`src/espt_pkg.sv`:
```
package espt_pkg;
   // ---------------------------------------------------------------
   // register offsets (byte addresses)
   // ---------------------------------------------------------------
   localparam logic [4:0] ESPT_TXCTL_OFS = 5'h00;
   localparam logic [4:0] ESPT_RXCTL_OFS = 5'h04;
   localparam logic [4:0] ESPT_HOLD_OFS = 5'h08;
   localparam logic [4:0] ESPT_INTC_OFS = 5'h0c;
   localparam logic [4:0] ESPT_BAUDL_OFS = 5'h10;
   localparam logic [4:0] ESPT_BAUDH_OFS = 5'h14;
   localparam logic [4:0] ESPT_EVST_OFS = 5'h18;
   localparam logic [4:0] ESPT_EVMSK_OFS = 5'h1c;
   // ---------------------------------------------------------------
   // transmit_status_control fields
   // ---------------------------------------------------------------
   localparam int ESPT_TX_D9_BIT = 0;
   localparam int ESPT_TX_EMPTY_BIT = 1;
   localparam int ESPT_TX_HS_BIT = 2;
   localparam int ESPT_TX_WIDE_BIT = 3;
   localparam int ESPT_TX_SYNC_BIT = 4;
   localparam int ESPT_TX_EN_BIT = 5;
   localparam int ESPT_TX_NINE_BIT = 6;
   localparam int ESPT_TX_CLOCK_SOURCE_MASTER_BIT = 7;
   // ---------------------------------------------------------------
   // receive_status_control fields
   // ---------------------------------------------------------------
   localparam int ESPT_RX_POL_BIT = 0;
   localparam int ESPT_RX_CONTINUOUS_RECEIVE_ENABLE_BIT = 4;
   localparam int ESPT_RX_SINGLE_RECEIVE_ENABLE_BIT = 5;
   localparam int ESPT_RX_SERIAL_PORT_ENABLE_BIT = 7;
   // ---------------------------------------------------------------
   // interrupt_control fields
   // ---------------------------------------------------------------
   localparam int ESPT_IC_TXIE_BIT = 0;
   localparam int ESPT_IC_PGATE_BIT = 1;
   localparam int ESPT_IC_GIE_BIT = 2;
   localparam int ESPT_IC_FLAG_BIT = 3;
   // ---------------------------------------------------------------
   // event status / mask fields
   // ---------------------------------------------------------------
   localparam int ESPT_EV_W = 2;
   localparam int ESPT_EV_BUFEMPTY_BIT = 0;
   localparam int ESPT_EV_OVERRUN_BIT = 1;
   // ---------------------------------------------------------------
   // reset values and timing
   // ---------------------------------------------------------------
   localparam logic [7:0] ESPT_CTL_RST = 8'h00;
   localparam logic [15:0] ESPT_BAUD_RST = 16'h0000;
   localparam logic [ESPT_EV_W-1:0] ESPT_EV_RST = 2'h0;
   localparam int ESPT_SLOW_SHIFT = 4;
   localparam int ESPT_FAST_SHIFT = 2;
   localparam int ESPT_BITCYC_W = 20;
   localparam int ESPT_HALF_CYC = 4;
   typedef enum logic [2:0] {ESPT_FAR_IDLE, ESPT_FAR_START, ESPT_FAR_BITS, ESPT_FAR_STOP,
                             ESPT_FAR_SCLK} espt_far_state_t;
endpackage

```
`src/espt_if.sv`:
```
interface espt_if;
   logic tx_line;
   logic sck;
   modport dev (output tx_line, input sck);
   modport far (input tx_line, output sck);
endinterface

```
`src/espt_dev.sv`:
```
//Function
// read-only shifter empty flag tracks shift register
// shifter empty flag never raises interrupt
// shift register not reachable by software
// ninth bit enable sends nine bits, MSB last
// software writes ninth bit before low byte
// all nine bits move into shifter together
// set ninth bit marks address, clear data
// software sets baud, clears sync, sets enable
// polarity select inverts async transmit line
// transmit enable sets buffer flag immediately
// flag with all enables raises interrupt
// holding buffer write starts transmission
// slave transmit needs sync, external clock, enable
// slave transmit shifts like master transmit
// sleep: second word stays, flag stays clear
// sleep: second word loads after first, flag sets
// flag with gates wakes device from sleep
// software slave set-up order before low byte
// empty shifter takes buffered character, sets flag
module espt_dev import espt_pkg::*; (
   input wire logic sys_clk, // system clock
   input wire logic rst_n, // async reset, active low
   input wire logic [4:0] addr, // register byte address
   input wire logic [7:0] wdata, // write data
   input wire logic wr, // write strobe
   input wire logic rd, // read strobe
   output logic [7:0] rdata, // read data, cycle after rd
   input wire logic sleep_mode, // device is asleep
   output logic irq, // interrupt request level
   output logic wake, // wake-from-sleep level
   espt_if.dev lnk // serial line
);
   function automatic logic hit(input logic [4:0] a, input logic [4:0] ofs);
      hit = (a == ofs);
   endfunction

   // ---------------------------------------------------------------
   // control registers
   // ---------------------------------------------------------------
   logic [7:0] txc_q, rxc_q, intc_q;
   logic [15:0] brg_q;
   logic [ESPT_EV_W-1:0] ev_st_q, ev_mk_q, ev_set;
   logic d9, hs, wide, sync, transmit_enable, nine_en, clock_source_master, pol, single_receive_enable, continuous_receive_enable, serial_port_enable, txie, pgate, global_irq_enable;
   assign d9 = txc_q[ESPT_TX_D9_BIT];
   assign hs = txc_q[ESPT_TX_HS_BIT];
   assign wide = txc_q[ESPT_TX_WIDE_BIT];
   assign sync = txc_q[ESPT_TX_SYNC_BIT];
   assign transmit_enable = txc_q[ESPT_TX_EN_BIT];
   assign nine_en = txc_q[ESPT_TX_NINE_BIT];
   assign clock_source_master = txc_q[ESPT_TX_CLOCK_SOURCE_MASTER_BIT];
   assign pol = rxc_q[ESPT_RX_POL_BIT];
   assign continuous_receive_enable = rxc_q[ESPT_RX_CONTINUOUS_RECEIVE_ENABLE_BIT];
   assign single_receive_enable = rxc_q[ESPT_RX_SINGLE_RECEIVE_ENABLE_BIT];
   assign serial_port_enable = rxc_q[ESPT_RX_SERIAL_PORT_ENABLE_BIT];
   assign txie = intc_q[ESPT_IC_TXIE_BIT];
   assign pgate = intc_q[ESPT_IC_PGATE_BIT];
   assign global_irq_enable = intc_q[ESPT_IC_GIE_BIT];

   always_ff @(posedge sys_clk or negedge rst_n) begin
      if (!rst_n) begin
         txc_q <= ESPT_CTL_RST;
         rxc_q <= ESPT_CTL_RST;
         intc_q <= ESPT_CTL_RST;
         brg_q <= ESPT_BAUD_RST;
      end else if (wr) begin
         if (hit(addr, ESPT_TXCTL_OFS)) txc_q <= wdata;
         if (hit(addr, ESPT_RXCTL_OFS)) rxc_q <= wdata;
         if (hit(addr, ESPT_INTC_OFS)) intc_q <= wdata;
         if (hit(addr, ESPT_BAUDL_OFS)) brg_q[7:0] <= wdata;
         if (hit(addr, ESPT_BAUDH_OFS)) brg_q[15:8] <= wdata;
      end
   end

   // ---------------------------------------------------------------
   // mode decode
   // ---------------------------------------------------------------
   logic async_mode, slave_mode, run;
   assign async_mode = serial_port_enable && !sync && transmit_enable;
   assign slave_mode = serial_port_enable && sync && !clock_source_master && !single_receive_enable && !continuous_receive_enable && transmit_enable;
   assign run = async_mode || slave_mode;

   // ---------------------------------------------------------------
   // holding buffer
   // ---------------------------------------------------------------
   logic buf_full_q, buf_d9_q, sh_empty_q, load, hold_wr, flag, flag_q;
   logic [7:0] buf_q;
   assign hold_wr = wr && hit(addr, ESPT_HOLD_OFS) && transmit_enable;
   assign load = run && sh_empty_q && buf_full_q;

   always_ff @(posedge sys_clk or negedge rst_n) begin
      if (!rst_n) begin
         buf_full_q <= 1'b0;
         buf_q <= 8'h00;
         buf_d9_q <= 1'b0;
      end else if (!transmit_enable) begin
         buf_full_q <= 1'b0;
      end else if (hold_wr && (!buf_full_q || load)) begin
         buf_full_q <= 1'b1;
         buf_q <= wdata;
         buf_d9_q <= d9;
      end else if (load) begin
         buf_full_q <= 1'b0;
      end
   end

   assign flag = transmit_enable && !buf_full_q;

   // ---------------------------------------------------------------
   // baud timing
   // ---------------------------------------------------------------
   logic [15:0] div;
   logic [ESPT_BITCYC_W-1:0] bit_cyc, bcnt_q;
   logic tick_a;
   assign div = wide ? brg_q : {8'h00, brg_q[7:0]};
   assign bit_cyc = ({4'h0, div} + 20'h00001) << (hs ? ESPT_FAST_SHIFT : ESPT_SLOW_SHIFT);
   // async bit clock stops while asleep
   assign tick_a = async_mode && !sh_empty_q && !sleep_mode && (bcnt_q == '0);

   always_ff @(posedge sys_clk or negedge rst_n) begin
      if (!rst_n) begin
         bcnt_q <= '0;
      end else if (load || tick_a) begin
         bcnt_q <= bit_cyc - 1'b1;
      end else if (!sh_empty_q && !sleep_mode && bcnt_q != '0) begin
         bcnt_q <= bcnt_q - 1'b1;
      end
   end

   // ---------------------------------------------------------------
   // slave clock synchroniser and edge
   // ---------------------------------------------------------------
   logic sck_m_q, sck_s_q, sck_e_q, tick_s;
   always_ff @(posedge sys_clk or negedge rst_n) begin
      if (!rst_n) begin
         sck_m_q <= 1'b0;
         sck_s_q <= 1'b0;
         sck_e_q <= 1'b0;
      end else begin
         sck_m_q <= lnk.sck;
         sck_s_q <= sck_m_q;
         sck_e_q <= sck_s_q;
      end
   end
   // shift on each rising edge of the polarity-corrected clock
   assign tick_s = slave_mode && !sh_empty_q && !(sck_e_q ^ pol) && (sck_s_q ^ pol);

   // ---------------------------------------------------------------
   // transmit shift register, internal only
   // ---------------------------------------------------------------
   logic [10:0] sh_q;
   logic [3:0] left_q;
   logic adv;
   assign adv = tick_a || tick_s;

   always_ff @(posedge sys_clk or negedge rst_n) begin
      if (!rst_n) begin
         sh_q <= 11'h7ff;
         left_q <= 4'h0;
         sh_empty_q <= 1'b1;
      end else if (!run) begin
         sh_empty_q <= 1'b1;
         left_q <= 4'h0;
         sh_q <= 11'h7ff;
      end else if (load) begin
         sh_empty_q <= 1'b0;
         if (async_mode) begin
            sh_q <= {1'b1, nine_en ? buf_d9_q : 1'b1, buf_q, 1'b0};
            left_q <= nine_en ? 4'd11 : 4'd10;
         end else begin
            sh_q <= {2'b11, buf_d9_q, buf_q};
            left_q <= nine_en ? 4'd9 : 4'd8;
         end
      end else if (adv) begin
         sh_q <= {1'b1, sh_q[10:1]};
         left_q <= left_q - 4'h1;
         if (left_q == 4'h1) sh_empty_q <= 1'b1;
      end
   end

   // ---------------------------------------------------------------
   // line output
   // ---------------------------------------------------------------
   logic line_q, cur;
   assign cur = sh_empty_q ? 1'b1 : sh_q[0];
   always_ff @(posedge sys_clk or negedge rst_n) begin
      if (!rst_n) begin
         line_q <= 1'b1;
      end else begin
         line_q <= async_mode ? (cur ^ pol) : cur;
      end
   end
   assign lnk.tx_line = line_q;

   // ---------------------------------------------------------------
   // events and interrupt
   // ---------------------------------------------------------------
   always_ff @(posedge sys_clk or negedge rst_n) begin
      if (!rst_n) begin
         flag_q <= 1'b0;
      end else begin
         flag_q <= flag;
      end
   end
   assign ev_set[ESPT_EV_BUFEMPTY_BIT] = flag && !flag_q;
   assign ev_set[ESPT_EV_OVERRUN_BIT] = hold_wr && buf_full_q && !load;

   always_ff @(posedge sys_clk or negedge rst_n) begin
      if (!rst_n) begin
         ev_st_q <= ESPT_EV_RST;
      end else if (wr && hit(addr, ESPT_EVST_OFS)) begin
         ev_st_q <= (ev_st_q & ~wdata[ESPT_EV_W-1:0]) | ev_set;
      end else begin
         ev_st_q <= ev_st_q | ev_set;
      end
   end

   always_ff @(posedge sys_clk or negedge rst_n) begin
      if (!rst_n) begin
         ev_mk_q <= ESPT_EV_RST;
      end else if (wr && hit(addr, ESPT_EVMSK_OFS)) begin
         ev_mk_q <= wdata[ESPT_EV_W-1:0];
      end
   end

   // shifter empty takes no part in either term
   logic src;
   assign src = (flag && txie) || (|(ev_st_q & ev_mk_q));
   assign wake = pgate && src;
   assign irq = global_irq_enable && pgate && src;

   // ---------------------------------------------------------------
   // read port
   // ---------------------------------------------------------------
   logic [7:0] txc_rd, intc_rd;
   always_comb begin
      txc_rd = txc_q;
      txc_rd[ESPT_TX_EMPTY_BIT] = sh_empty_q;
      intc_rd = intc_q;
      intc_rd[ESPT_IC_FLAG_BIT] = flag;
   end

   always_ff @(posedge sys_clk or negedge rst_n) begin
      if (!rst_n) begin
         rdata <= 8'h00;
      end else if (rd) begin
         case (addr)
            ESPT_TXCTL_OFS: rdata <= txc_rd;
            ESPT_RXCTL_OFS: rdata <= rxc_q;
            ESPT_INTC_OFS: rdata <= intc_rd;
            ESPT_BAUDL_OFS: rdata <= brg_q[7:0];
            ESPT_BAUDH_OFS: rdata <= brg_q[15:8];
            ESPT_EVST_OFS: rdata <= {6'h00, ev_st_q};
            ESPT_EVMSK_OFS: rdata <= {6'h00, ev_mk_q};
            default: rdata <= 8'h00;
         endcase
      end else begin
         rdata <= 8'h00;
      end
   end
endmodule

```
`src/flat_wrapper.sv`:
```
// flat-port wrapper written by rule: the top's interface ports become plain ports
module espt_dev_flat import espt_pkg::*;
  (sys_clk, rst_n, addr, wdata, wr, rd, rdata, sleep_mode, irq, wake, lnk_tx_line, lnk_sck);
  espt_if lnk_i ();
  input wire logic sys_clk;
  input wire logic rst_n;
  input wire logic [4:0] addr;
  input wire logic [7:0] wdata;
  input wire logic wr;
  input wire logic rd;
  output logic [7:0] rdata;
  input wire logic sleep_mode;
  output logic irq;
  output logic wake;
  output wire logic [$bits(lnk_i.tx_line)-1:0] lnk_tx_line;
  input wire logic [$bits(lnk_i.sck)-1:0] lnk_sck;
  assign lnk_tx_line = lnk_i.tx_line;
  assign lnk_i.sck = lnk_sck;
  espt_dev u_core (.sys_clk(sys_clk), .rst_n(rst_n), .addr(addr), .wdata(wdata), .wr(wr), .rd(rd), .rdata(rdata), .sleep_mode(sleep_mode), .irq(irq), .wake(wake), .lnk(lnk_i));
endmodule
```
`config.mk`:
```
export PLATFORM = sky130hd
export DESIGN_NAME = espt_dev_flat
export DESIGN_NICKNAME = d
export VERILOG_FILES = /design/src/espt_pkg.sv /design/src/espt_if.sv /design/src/espt_dev.sv /design/src/flat_wrapper.sv
export SDC_FILE = /design/constraint.sdc
export NUM_CORES = 1
export LEC_CHECK = 0
export BUFFER_PORTS_ARGS = -buffer_cell sky130_fd_sc_hd__buf_2
export CORE_ASPECT_RATIO = 1.5
export CORE_UTILIZATION = 40
export CTS_CLUSTER_SIZE = 12
export DETAILED_ROUTE_END_ITERATION = 6
export PLACE_DENSITY_LB_ADDON = 0.05
export SETUP_SLACK_MARGIN = 0.3
export SYNTH_ARGS = -nofsm -noshare
export SYNTH_HDL_FRONTEND = slang
export SYNTH_SLANG_ARGS = --single-unit
```
`constraint.sdc`:
```
create_clock -name sys_clk -period 7.8 [get_ports sys_clk]
set_clock_uncertainty 0.2 [all_clocks]
set_input_delay 1.56 -clock sys_clk [delete_from_list [all_inputs] [get_ports sys_clk]]
set_output_delay 1.56 -clock sys_clk [all_outputs]
set_load 0.02 [all_outputs]
```
* Yosys cells after proc, flatten, opt, wreduce, memory -nomap -nowiden
Cells that the tools add are included.
** Storage, ports and cells
- Register bits :: 103
- Output and inout bits :: 11
- Bits of input ports :: 19
- Logic and storage cells :: 128
** Cells by class
- Add/subtract/negate cells :: 4
- Equal/unequal tests :: 11
- Bitwise operators :: 8
- Shift operators :: 1
- Reduce and logical (&&, ||, !) cells :: 57
- Muxes and demuxes :: 27
** Operator list (number)
- 8-bit case mux with 7 select lines :: 1
- 20-bit 2-to-1 mux :: 2
- 20-bit by 1-bit subtractor with 20-bit output (second input constant) :: 2
- 11-bit 2-to-1 mux :: 3
- 20-bit by 32-bit << shifter with 20-bit output :: 1
- 1-bit logical AND :: 30
- 5-bit equality test (second input constant) :: 4
- 20-bit logical NOT :: 1
- 20-bit nonzero test :: 1
- 16-bit by 1-bit adder with 17-bit output (second input constant) :: 1
- 16-bit 2-to-1 mux :: 1
- 4-bit 2-to-1 mux :: 4
- 2-bit AND reduction :: 7
- 1-bit 2-to-1 mux :: 12
- 5-bit by 4-bit equality test with 1-bit output (second input constant) :: 2
- 1-bit logical NOT :: 10
- 10-bit 2-to-1 mux :: 1
- 3-bit != test (second input constant) :: 3
- 8-bit 2-to-1 mux :: 1
- 5-bit by 3-bit equality test with 1-bit output (second input constant) :: 1
- 5-bit logical NOT :: 1
- 1-bit logical OR :: 5
- 2-bit AND :: 2
- 4-bit by 1-bit equality test with 1-bit output (second input constant) :: 1
- other kinds (8) :: 11

* Longest topological paths before layout
Gate-level depths: netlist of the first run.
- Depth in word-level cells :: 12
- Depth in mapped cells :: 15
- Depth with buffers taken out :: 12

* Least setup slack after synthesis of the first run
No wires, ideal clock.
- Path type :: input-to-reg
- From :: in sleep_mode
- To :: reg u_core.bcnt_q[18]
- Path buffers :: 2
- Arrival time :: 3.929 ns
- Library setup time :: 0.095 ns
- Cell stages on the path :: 14
- Setup slack :: 3.575 ns
- Data required time :: 7.505 ns
- Cell sequence :: nor4_1 > nand4b_1 > nor3_4 > nor2_2 > buf_6 > clkbuf_1 > nand2_1 > ha_1 > nand2_1 > nor4_1 > a41o_1 > nand4b_4 > o21a_1 > o31ai_1
** On the way
- Cells in the longest elaborated chain, start to end :: 5
- Elaborated cells between the ends (all ways) :: 8
- Those cells by class :: 1 x mux; 7 x reduce/logical
** Ends and longest elaborated chain
- start: declaration :: RTL line flat_wrapper.sv:12 : input wire logic sleep_mode;
- 1-bit logical NOT * :: RTL line espt_dev.sv:118, espt_dev.sv:125
- 1-bit logical AND (2 in series) :: RTL line espt_dev.sv:118 : assign tick_a = async_mode && !sh_empty_q && !sleep_mode && (bcnt_q == '0);
- 1-bit logical OR :: RTL line espt_dev.sv:123 : end else if (load || tick_a) begin
- 20-bit 2-to-1 mux / 2-bit nonzero test (equally long branches)
- end signal: assignment :: RTL line espt_dev.sv:124 : bcnt_q <= bit_cyc - 1'b1;
- end signal: assignment :: RTL line espt_dev.sv:126 : bcnt_q <= bcnt_q - 1'b1;
- end: declaration :: RTL line espt_dev.sv:113 : logic [ESPT_BITCYC_W-1:0] bit_cyc, bcnt_q;
Every way passes the cells marked *; elsewhere a longest branch is shown, timed or not.
A chain may end at the register's enable or synchronous reset.

* Worst setup path after layout of the first run
- From :: in sleep_mode
- To :: reg u_core.bcnt_q[19]
The elaborated chain is that of the path after synthesis.

==> results.yml, run 1 <==
pwr:
  vdd.ir_drop.worst_mv: 0.1067
  power.leakage_nw: 2.549
  power_density_nw_per_um2: 205.7
clock_tree:
  cts.htree.levels: 3
  tritoncts: "built"
  cts-resized-gates: 0
  tritoncts_buffer_count: 9
  hold_buf_cts: 0
  postCtsSetupRepairBufs: 0
  cts.root.buffer_cell: "sky130_fd_sc_hd__clkbuf_16"
  cts_sinks: 100
  clkLatencyLatePin_ps: 350
  clock_transition_at_path_regs_ps: 70
  cts-root-to-sink-buffers: 2
routing:
  dr.pass1.iters: 4
  drt_wl_total_um: 15690
  detail_route.drc_violations: 0
  detail_route.iter0.violations: 199
  post_drt_via_cell_ratio: 5.735
  detail-route-antenna-nets: 0
  via_count: 4691
  post_drt_wl_per_cell_um: 19.19
global_route:
  grt-busiest-layer: "met2"
  global_route.usage.met2_pct: 38.94
  antenna_found_initial: 0
  use_met1_pct: 27.15
  grt_pass1_vias: 4772
  grt_remaining_overflow: 0
  grt_pass1_wl_um: 25600
  grt_util_all_layers_pct: 22.44
  met3_usage_pct: 2.289
  grt_start_max_net_pins: 59
finish:
  diodes: 0
  num-nets-final: 644
  multi_input_comb_area_sq_um: 3132
  layout.core_utilization_pct: 45.04
  sequential_cell_area_sq_um: 2517
  num-fill-cells: 1402
  layout-drive-gt1-share_pct: 19.17
  layout-area-overhead-vs-synth_pct: 8.958
synthesis:
  synthSimpleGateAreaFrac_pct: 18.69
  post_synth_xor_area_fraction_pct: 5.401
  synth-edff-count: 0
  yosys_register_bits: 100
  syn-cell-area_sq_um: 5838
  netlist_top_cells_area: "sky130_fd_sc_hd__dfrtp_1 (38%), sky130_fd_sc_hd__mux2_2 (10%), sky130_fd_sc_hd__dfstp_2 (5.4%)"
  synthesis.instances: 616
  ys_types: 66
  yosys-mux-area-fraction_pct: 12.67
  syn_area_per_cell_sq_um: 9.477
  synthArstFlopShare_pct: 100.0
  synthDominantAreaCellType: "sky130_fd_sc_hd__dfrtp_1"
  synth_top_cells_by_count: "sky130_fd_sc_hd__dfrtp_1 (88), sky130_fd_sc_hd__nand2_1 (78), sky130_fd_sc_hd__mux2_2 (53)"
  synth_largest_type_area_fraction_pct: 37.72
  synth_fp_nets: 639
  synth-compound-area-share_pct: 16.03
  synth_sequential_area_ratio_pct: 43.12
  postSynth.topFlopCell: "sky130_fd_sc_hd__dfrtp_1"
  synth-warning-count: 0
  synth_top_family_by_area: "simple AND/OR/NAND/NOR gates"
  post_synthesis_adder_cell_area_fraction_pct: 0.8573
  synth_most_common_cell: "sky130_fd_sc_hd__dfrtp_1"
timing:
  fmax_ghz: 0.2317
  final_period_minus_worst_setup_slack_ps: 4315
  tightestPinTransition_ps: 884.1
  timing_hold_violations_final: 0
  final.setup.tns_ps: 0
  final-setup-viol-count: 0
  timing.final.max_slew_violations: 0
  grt_setup_unrepaired: "no"
  share_of_the_clock_period_used_by_the_worst_path_pct: 55.32
  slew_headroom_pct: 40.94
critical_path:
  worstSetupEndpointType: "register"
  rr_worst_depth: 8
  required_ps: 7830
  critPathArrivalTime_ps: 4350
  start_kind: "primary input"
  reg2reg_setup_slack_ps: 3830
  crit-reg2reg-capture: "u_core.bcnt_q[19]"
  regToRegStartpoint: "u_core.bcnt_q[2]"
  worst-setup-path-type: "primary input to register"
  maximum_fanout_along_the_worst_path: 23
floorplan:
  die_y_um: 150.0
  placementRows: 53
  design.core.area_sq_um: 14120
  fp.dieArea_sq_um: 15090
  start_util_pct: 41.33
  io_pins: 30
  die_w_um: 100.6
worst_hold_path:
  timing.hold.worst_endpoint: "u_core.sck_s_q"
  hold-path-cell-count: 0
  min_from: "u_core.sck_m_q"
  min-delay-path-class: "register to register"
place:
  hpwlAfterDp_um: 11410
  port_buffers: 29
  gp_congestion: 0.8162
job:
  max_cap_violations: 0
outcome:
  status: "completed"
==> sequential cells by signal (all words and copies together), names as in the netlist <==
register and count:
u_core.sck_s_q 1, u_core.sck_e_q 1, u_core.ev_mk_q 2, u_core.buf_full_q 1
u_core.bcnt_q 20, u_core.txc_q 7, u_core.flag_q 1, u_core.buf_q 8
u_core.sh_q 10, u_core.buf_d9_q 1, u_core.intc_q 7, u_core.sh_empty_q 1
u_core.left_q 4, u_core.ev_st_q 2, u_core.rdata 8, u_core.lnk.tx_line 1
u_core.brg_q 16, u_core.sck_m_q 1, u_core.rxc_q 8
==> cell type report <==
type / count / area share [%]
flip-flops and latches: 100 / 39.58
multi-input cells: 469 / 49.23
well taps: 192 / 3.777
clock inverters: 4 / 0.4327
clock buffers: 12 / 3.718
inverters: 8 / 0.4721
repair buffers: 33 / 2.793
==> critical path, cell delays in order <==
cell and delay (ps):
sky130_fd_sc_hd__buf_2 110, sky130_fd_sc_hd__nor4_1 290, sky130_fd_sc_hd__nand4b_1 210, sky130_fd_sc_hd__or3_4 410, sky130_fd_sc_hd__nand2_1 610, sky130_fd_sc_hd__mux2_2 440, sky130_fd_sc_hd__nor3_1 390, sky130_fd_sc_hd__and4_1 280
sky130_fd_sc_hd__nor3_2 50
==> routing by layer <==
layer	vias to the layer above	share of wire [%]	wire length [um]
li1	2244	-	-
met1	2355	43	6806
met2	61	51	8007
met3	31	1.8	286
met4	0	3.8	593
met5	-	0	0
==> cells by family after synthesis <==
kind of cell               count (synthesis)
muxes                                     66
DFF                                      100
xor gates and xnor gates                  36
buffers and inverters                     47
adders and majority gates                  4
AOI/OAI and AO/OA                        147
and+or+nand+nor                          216
==> power by group <==
part | switching (mW) | leakage, nW | internal (mW)
clock network | 0.200 | 0.131 | 0.218
registers | 0.0694 | 1.25 | 0.576
logic | 0.135 | 1.16 | 0.110
total | 0.404 | 2.55 | 0.904
==> how the worst max path moves through the flow <==
stage | from | to | cells after the start
final | sleep_mode | u_core.bcnt_q[19] | 9
after global placement | sleep_mode | u_core.bcnt_q[19] | 9
after detailed placement | sleep_mode | u_core.bcnt_q[19] | 9
after CTS | sleep_mode | u_core.bcnt_q[19] | 9
after global routing | sleep_mode | u_core.bcnt_q[18] | 13
after floorplan | sleep_mode | u_core.bcnt_q[18] | 14
==> layout by cell type (no fill, tap or decap), types with 4 or more instances in the layout <==
| master | instances |
|---|---|
| sky130_fd_sc_hd__nor2b_1 | 10 |
| sky130_fd_sc_hd__o21ai_0 | 32 |
| sky130_fd_sc_hd__a211oi_1 | 6 |
| sky130_fd_sc_hd__a21oi_1 | 51 |
| sky130_fd_sc_hd__buf_4 | 5 |
| sky130_fd_sc_hd__o31ai_1 | 6 |
| sky130_fd_sc_hd__nor4_1 | 11 |
| sky130_fd_sc_hd__nand3_1 | 16 |
| sky130_fd_sc_hd__mux2_2 | 53 |
| sky130_fd_sc_hd__dfrtp_1 | 88 |
| sky130_fd_sc_hd__mux2i_1 | 12 |
| sky130_fd_sc_hd__inv_1 | 8 |
| sky130_fd_sc_hd__or3_1 | 4 |
| sky130_fd_sc_hd__xnor2_1 | 22 |
| sky130_fd_sc_hd__nand2_1 | 78 |
| sky130_fd_sc_hd__and2_1 | 4 |
| sky130_fd_sc_hd__clkbuf_16 | 9 |
| sky130_fd_sc_hd__o211ai_1 | 5 |
| sky130_fd_sc_hd__nand4_1 | 9 |
| sky130_fd_sc_hd__a22oi_1 | 10 |
| sky130_fd_sc_hd__xor2_1 | 14 |
| sky130_fd_sc_hd__o21a_1 | 4 |
| sky130_fd_sc_hd__nor3_1 | 22 |
| sky130_fd_sc_hd__dfstp_2 | 12 |
| sky130_fd_sc_hd__nor2_1 | 36 |
| sky130_fd_sc_hd__ha_1 | 4 |
| sky130_fd_sc_hd__buf_2 | 28 |
==> per-stage QoR <==
stage / hold WS [ps] / cells / power [mW] / worst slack, ps / cell area (sq um)
global placement: 138.0 / 802 / 0.8931 / 3199 / 6097
floorplan: 131.2 / 616 / 0.8183 / 3575 / 5838
finish: 152.6 / 818 / 1.309 / 3485 / 6361
global route: 155.1 / 818 / 1.376 / 3205 / 6361
CTS: 154.1 / 818 / 1.323 / 3476 / 6361
detailed placement: 137.9 / 802 / 0.8991 / 3090 / 6097
Note: power is estimated with default switching activity, not from simulation.
==> run 2: changes to the inputs <==
==> constraint.sdc (replaced) <==
create_clock -name sys_clk -period 3.9 [get_ports sys_clk]
set_clock_uncertainty 0.2 [all_clocks]
set_input_delay 0.78 -clock sys_clk [delete_from_list [all_inputs] [get_ports sys_clk]]
set_output_delay 0.78 -clock sys_clk [all_outputs]
set_load 0.02 [all_outputs]
==> run 2 against run 1 <==
  * Via count is 0.55% higher
  * Combinational power is 100% higher
  * Flip-flop and latch count stayed put
  * Final cell count is 1.5% higher
  * First-iteration DRC count is 6.0% lower
  * Highest routed layer unchanged
  * Clock power is 130% higher
  * Utilization is 1.1 points higher
  * Non-clock buffer count is 12 higher
  * Sequential share of layout area is 0.96 points lower
  * Critical path depth is 3 higher
==> results.yml, run 2 (synthesized netlist as in run 1, its figures left out) <==
floorplan:
  start_util_pct: 41.33
  fp.dieArea_sq_um: 15090
  die_w_um: 100.6
  design.core.area_sq_um: 14120
  die_y_um: 150.0
  placementRows: 53
  io_pins: 30
timing:
  final_period_minus_worst_setup_slack_ps: 3367
  final-setup-viol-count: 0
  share_of_the_clock_period_used_by_the_worst_path_pct: 86.34
  fmax_ghz: 0.2970
  grt_setup_unrepaired: "no"
  whs_ps: 152.0
  timing.final.max_slew_violations: 0
  tightestPinTransition_ps: 695.8
  final.setup.tns_ps: 0
  timing_hold_violations_final: 0
  slew_headroom_pct: 53.44
finish:
  registers_with_the_most_flip_flops: "u_core.bcnt_q: 20 flops, u_core.brg_q: 16 flops, u_core.sh_q: 10 flops"
  num-nets-final: 656
  layout.core_utilization_pct: 46.16
  layout-drive-gt1-share_pct: 21.00
  multi_input_comb_area_sq_um: 3141
  layout-area-overhead-vs-synth_pct: 11.68
  layout.cells.most_common_list: "sky130_fd_sc_hd__dfrtp_1 (88), sky130_fd_sc_hd__nand2_1 (78), sky130_fd_sc_hd__mux2_2 (53), sky130_fd_sc_hd__a21oi_1 (51), sky130_fd_sc_hd__nor2_1 (36)"
  registers.top_by_ff_count: "u_core.bcnt_q"
  diodes: 0
  sequential_cell_area_sq_um: 2517
  largest_register_ff_count: 20
  post-route-cell-area_sq_um: 6520
  num-fill-cells: 1337
  mostFrequentLayoutCell: "sky130_fd_sc_hd__dfrtp_1"
clock_tree:
  cts.htree.levels: 3
  tritoncts: "built"
  cts-root-to-sink-buffers: 2
  cts_sinks: 100
  cts.root.buffer_cell: "sky130_fd_sc_hd__clkbuf_16"
  tritoncts_buffer_count: 9
  clkLatencyLatePin_ps: 360
  clock_transition_at_path_regs_ps: 70
  postCtsSetupRepairBufs: 0
critical_path:
  required_ps: 3970
  maximum_fanout_along_the_worst_path: 13
  reg2reg_setup_slack_ps: 530
  worstSetupEndpointType: "register"
  worst-setup-path-type: "register to register"
  critPathArrivalTime_ps: 3430
  start_kind: "register"
global_route:
  grt_start_max_net_pins: 57
  antenna_found_initial: 0
  grt_remaining_overflow: 0
  grt_pass1_wl_um: 25440
  grt_util_all_layers_pct: 22.21
  grt_pass1_vias: 4771
job:
  max_cap_violations: 0
routing:
  detail_route.iter0.violations: 187
  post_drt_via_cell_ratio: 5.683
  via_count: 4717
  top_layer_used: "met4"
  detail_route.wirelength.met1_um: 6717
  drt_wl_total_um: 15770
  dr.pass1.iters: 5
  detailroute.wirelength.met3_um: 413
  detailroute.wirelength.met2_um: 8161
  post_drt_wl_per_cell_um: 19.00
  detail-route-antenna-nets: 0
  detail_route.drc_violations: 0
pwr:
  power.leakage_nw: 2.634
  vdd.ir_drop.worst_mv: 0.2367
  power_density_nw_per_um2: 421.4
  pwr-share-clk_pct: 34.7
  power_report.internal_total_mw: 1.923
  sw_frac_of_total_pct: 30.01
  power_frac_seq_pct: 47.3
  net-switching-power_mw: 0.8247
  pwr-share-comb_pct: 18.0
place:
  placedInstanceArea_sq_um: 6200
  hpwlAfterDp_um: 11530
  port_buffers: 29
  gp_congestion: 0.8308
worst_hold_path:
  min-delay-path-class: "register to register"
outcome:
  status: "completed"
run 2: cell types whose count changed in the layout (fill, tap and decap cells not counted), sizes merged:
cell	previous run	this run
clkbuf	12	13
clkinv	2	0
bufinv	0	1
buf	33	45
run 2: repair_timing:
action                     4_1_cts  5_1_grt
resized for setup                0        2
hold buffers                     0        0
setup endpoints to repair        0        9
run 2: power groups by stage:
stage / clock (mW) / combinational, mW / sequential (mW)
after floorplan: 0 / 0.407 / 1.23
after global placement: 0 / 0.489 / 1.31
after detailed placement: 0 / 0.493 / 1.32
after CTS: 0.972 / 0.496 / 1.30
after global routing: 1.01 / 0.543 / 1.32
final: 0.953 / 0.495 / 1.30
run 2: area by class of cell:
class | count | area share [%]
multi-input cells | 469 | 48.17
flip-flops and latches | 100 | 38.61
repair buffers | 45 | 4.299
clock buffers | 13 | 4.011
well taps | 192 | 3.685
clock inverters | 3 | 0.7676
inverters | 8 | 0.4606
run 2: critical path: stages (launching register included):
cell	delay, ps
sky130_fd_sc_hd__dfrtp_1	410
sky130_fd_sc_hd__or3_4	410
sky130_fd_sc_hd__or4_4	490
sky130_fd_sc_hd__nor3_4	230
sky130_fd_sc_hd__nor2_2	140
sky130_fd_sc_hd__nand2_1	100
sky130_fd_sc_hd__ha_1	170
sky130_fd_sc_hd__nand2_1	60
sky130_fd_sc_hd__nor4_1	240
sky130_fd_sc_hd__a41o_1	270
sky130_fd_sc_hd__nand4b_4	150
sky130_fd_sc_hd__o21a_1	200
sky130_fd_sc_hd__o31ai_1	210
run 2: per-layer routing:
layer | GRT usage, % | up-vias
met1 | 26.93 | 2322
met5 | 0 | -
met4 | 9.348 | 0
met3 | 3.270 | 31
li1 | - | 2269
met2 | 38.94 | 95
run 2: through the flow:
stage,power (mW),instances,worst slack (ps)
finish,2.747,830,532.7
global route,2.875,830,317.0
CTS,2.763,830,369.6
detailed placement,1.808,814,365.9
global placement,1.798,814,436.5
floorplan,1.637,616,304.4
run 2: final timing paths:
path | startpoint | end | cells after the start
worst max-delay path | u_core.bcnt_q[3] | u_core.bcnt_q[18] | 12
max in group asynchronous | rst_n | u_core.sh_q[2] | 2
worst min-delay path | u_core.sck_m_q | u_core.sck_s_q | 0
min in group asynchronous | rst_n | u_core.rdata[4] | 1
worst min register to register | u_core.sck_m_q | u_core.sck_s_q | 0
worst max register to register | u_core.bcnt_q[3] | u_core.bcnt_q[18] | 12
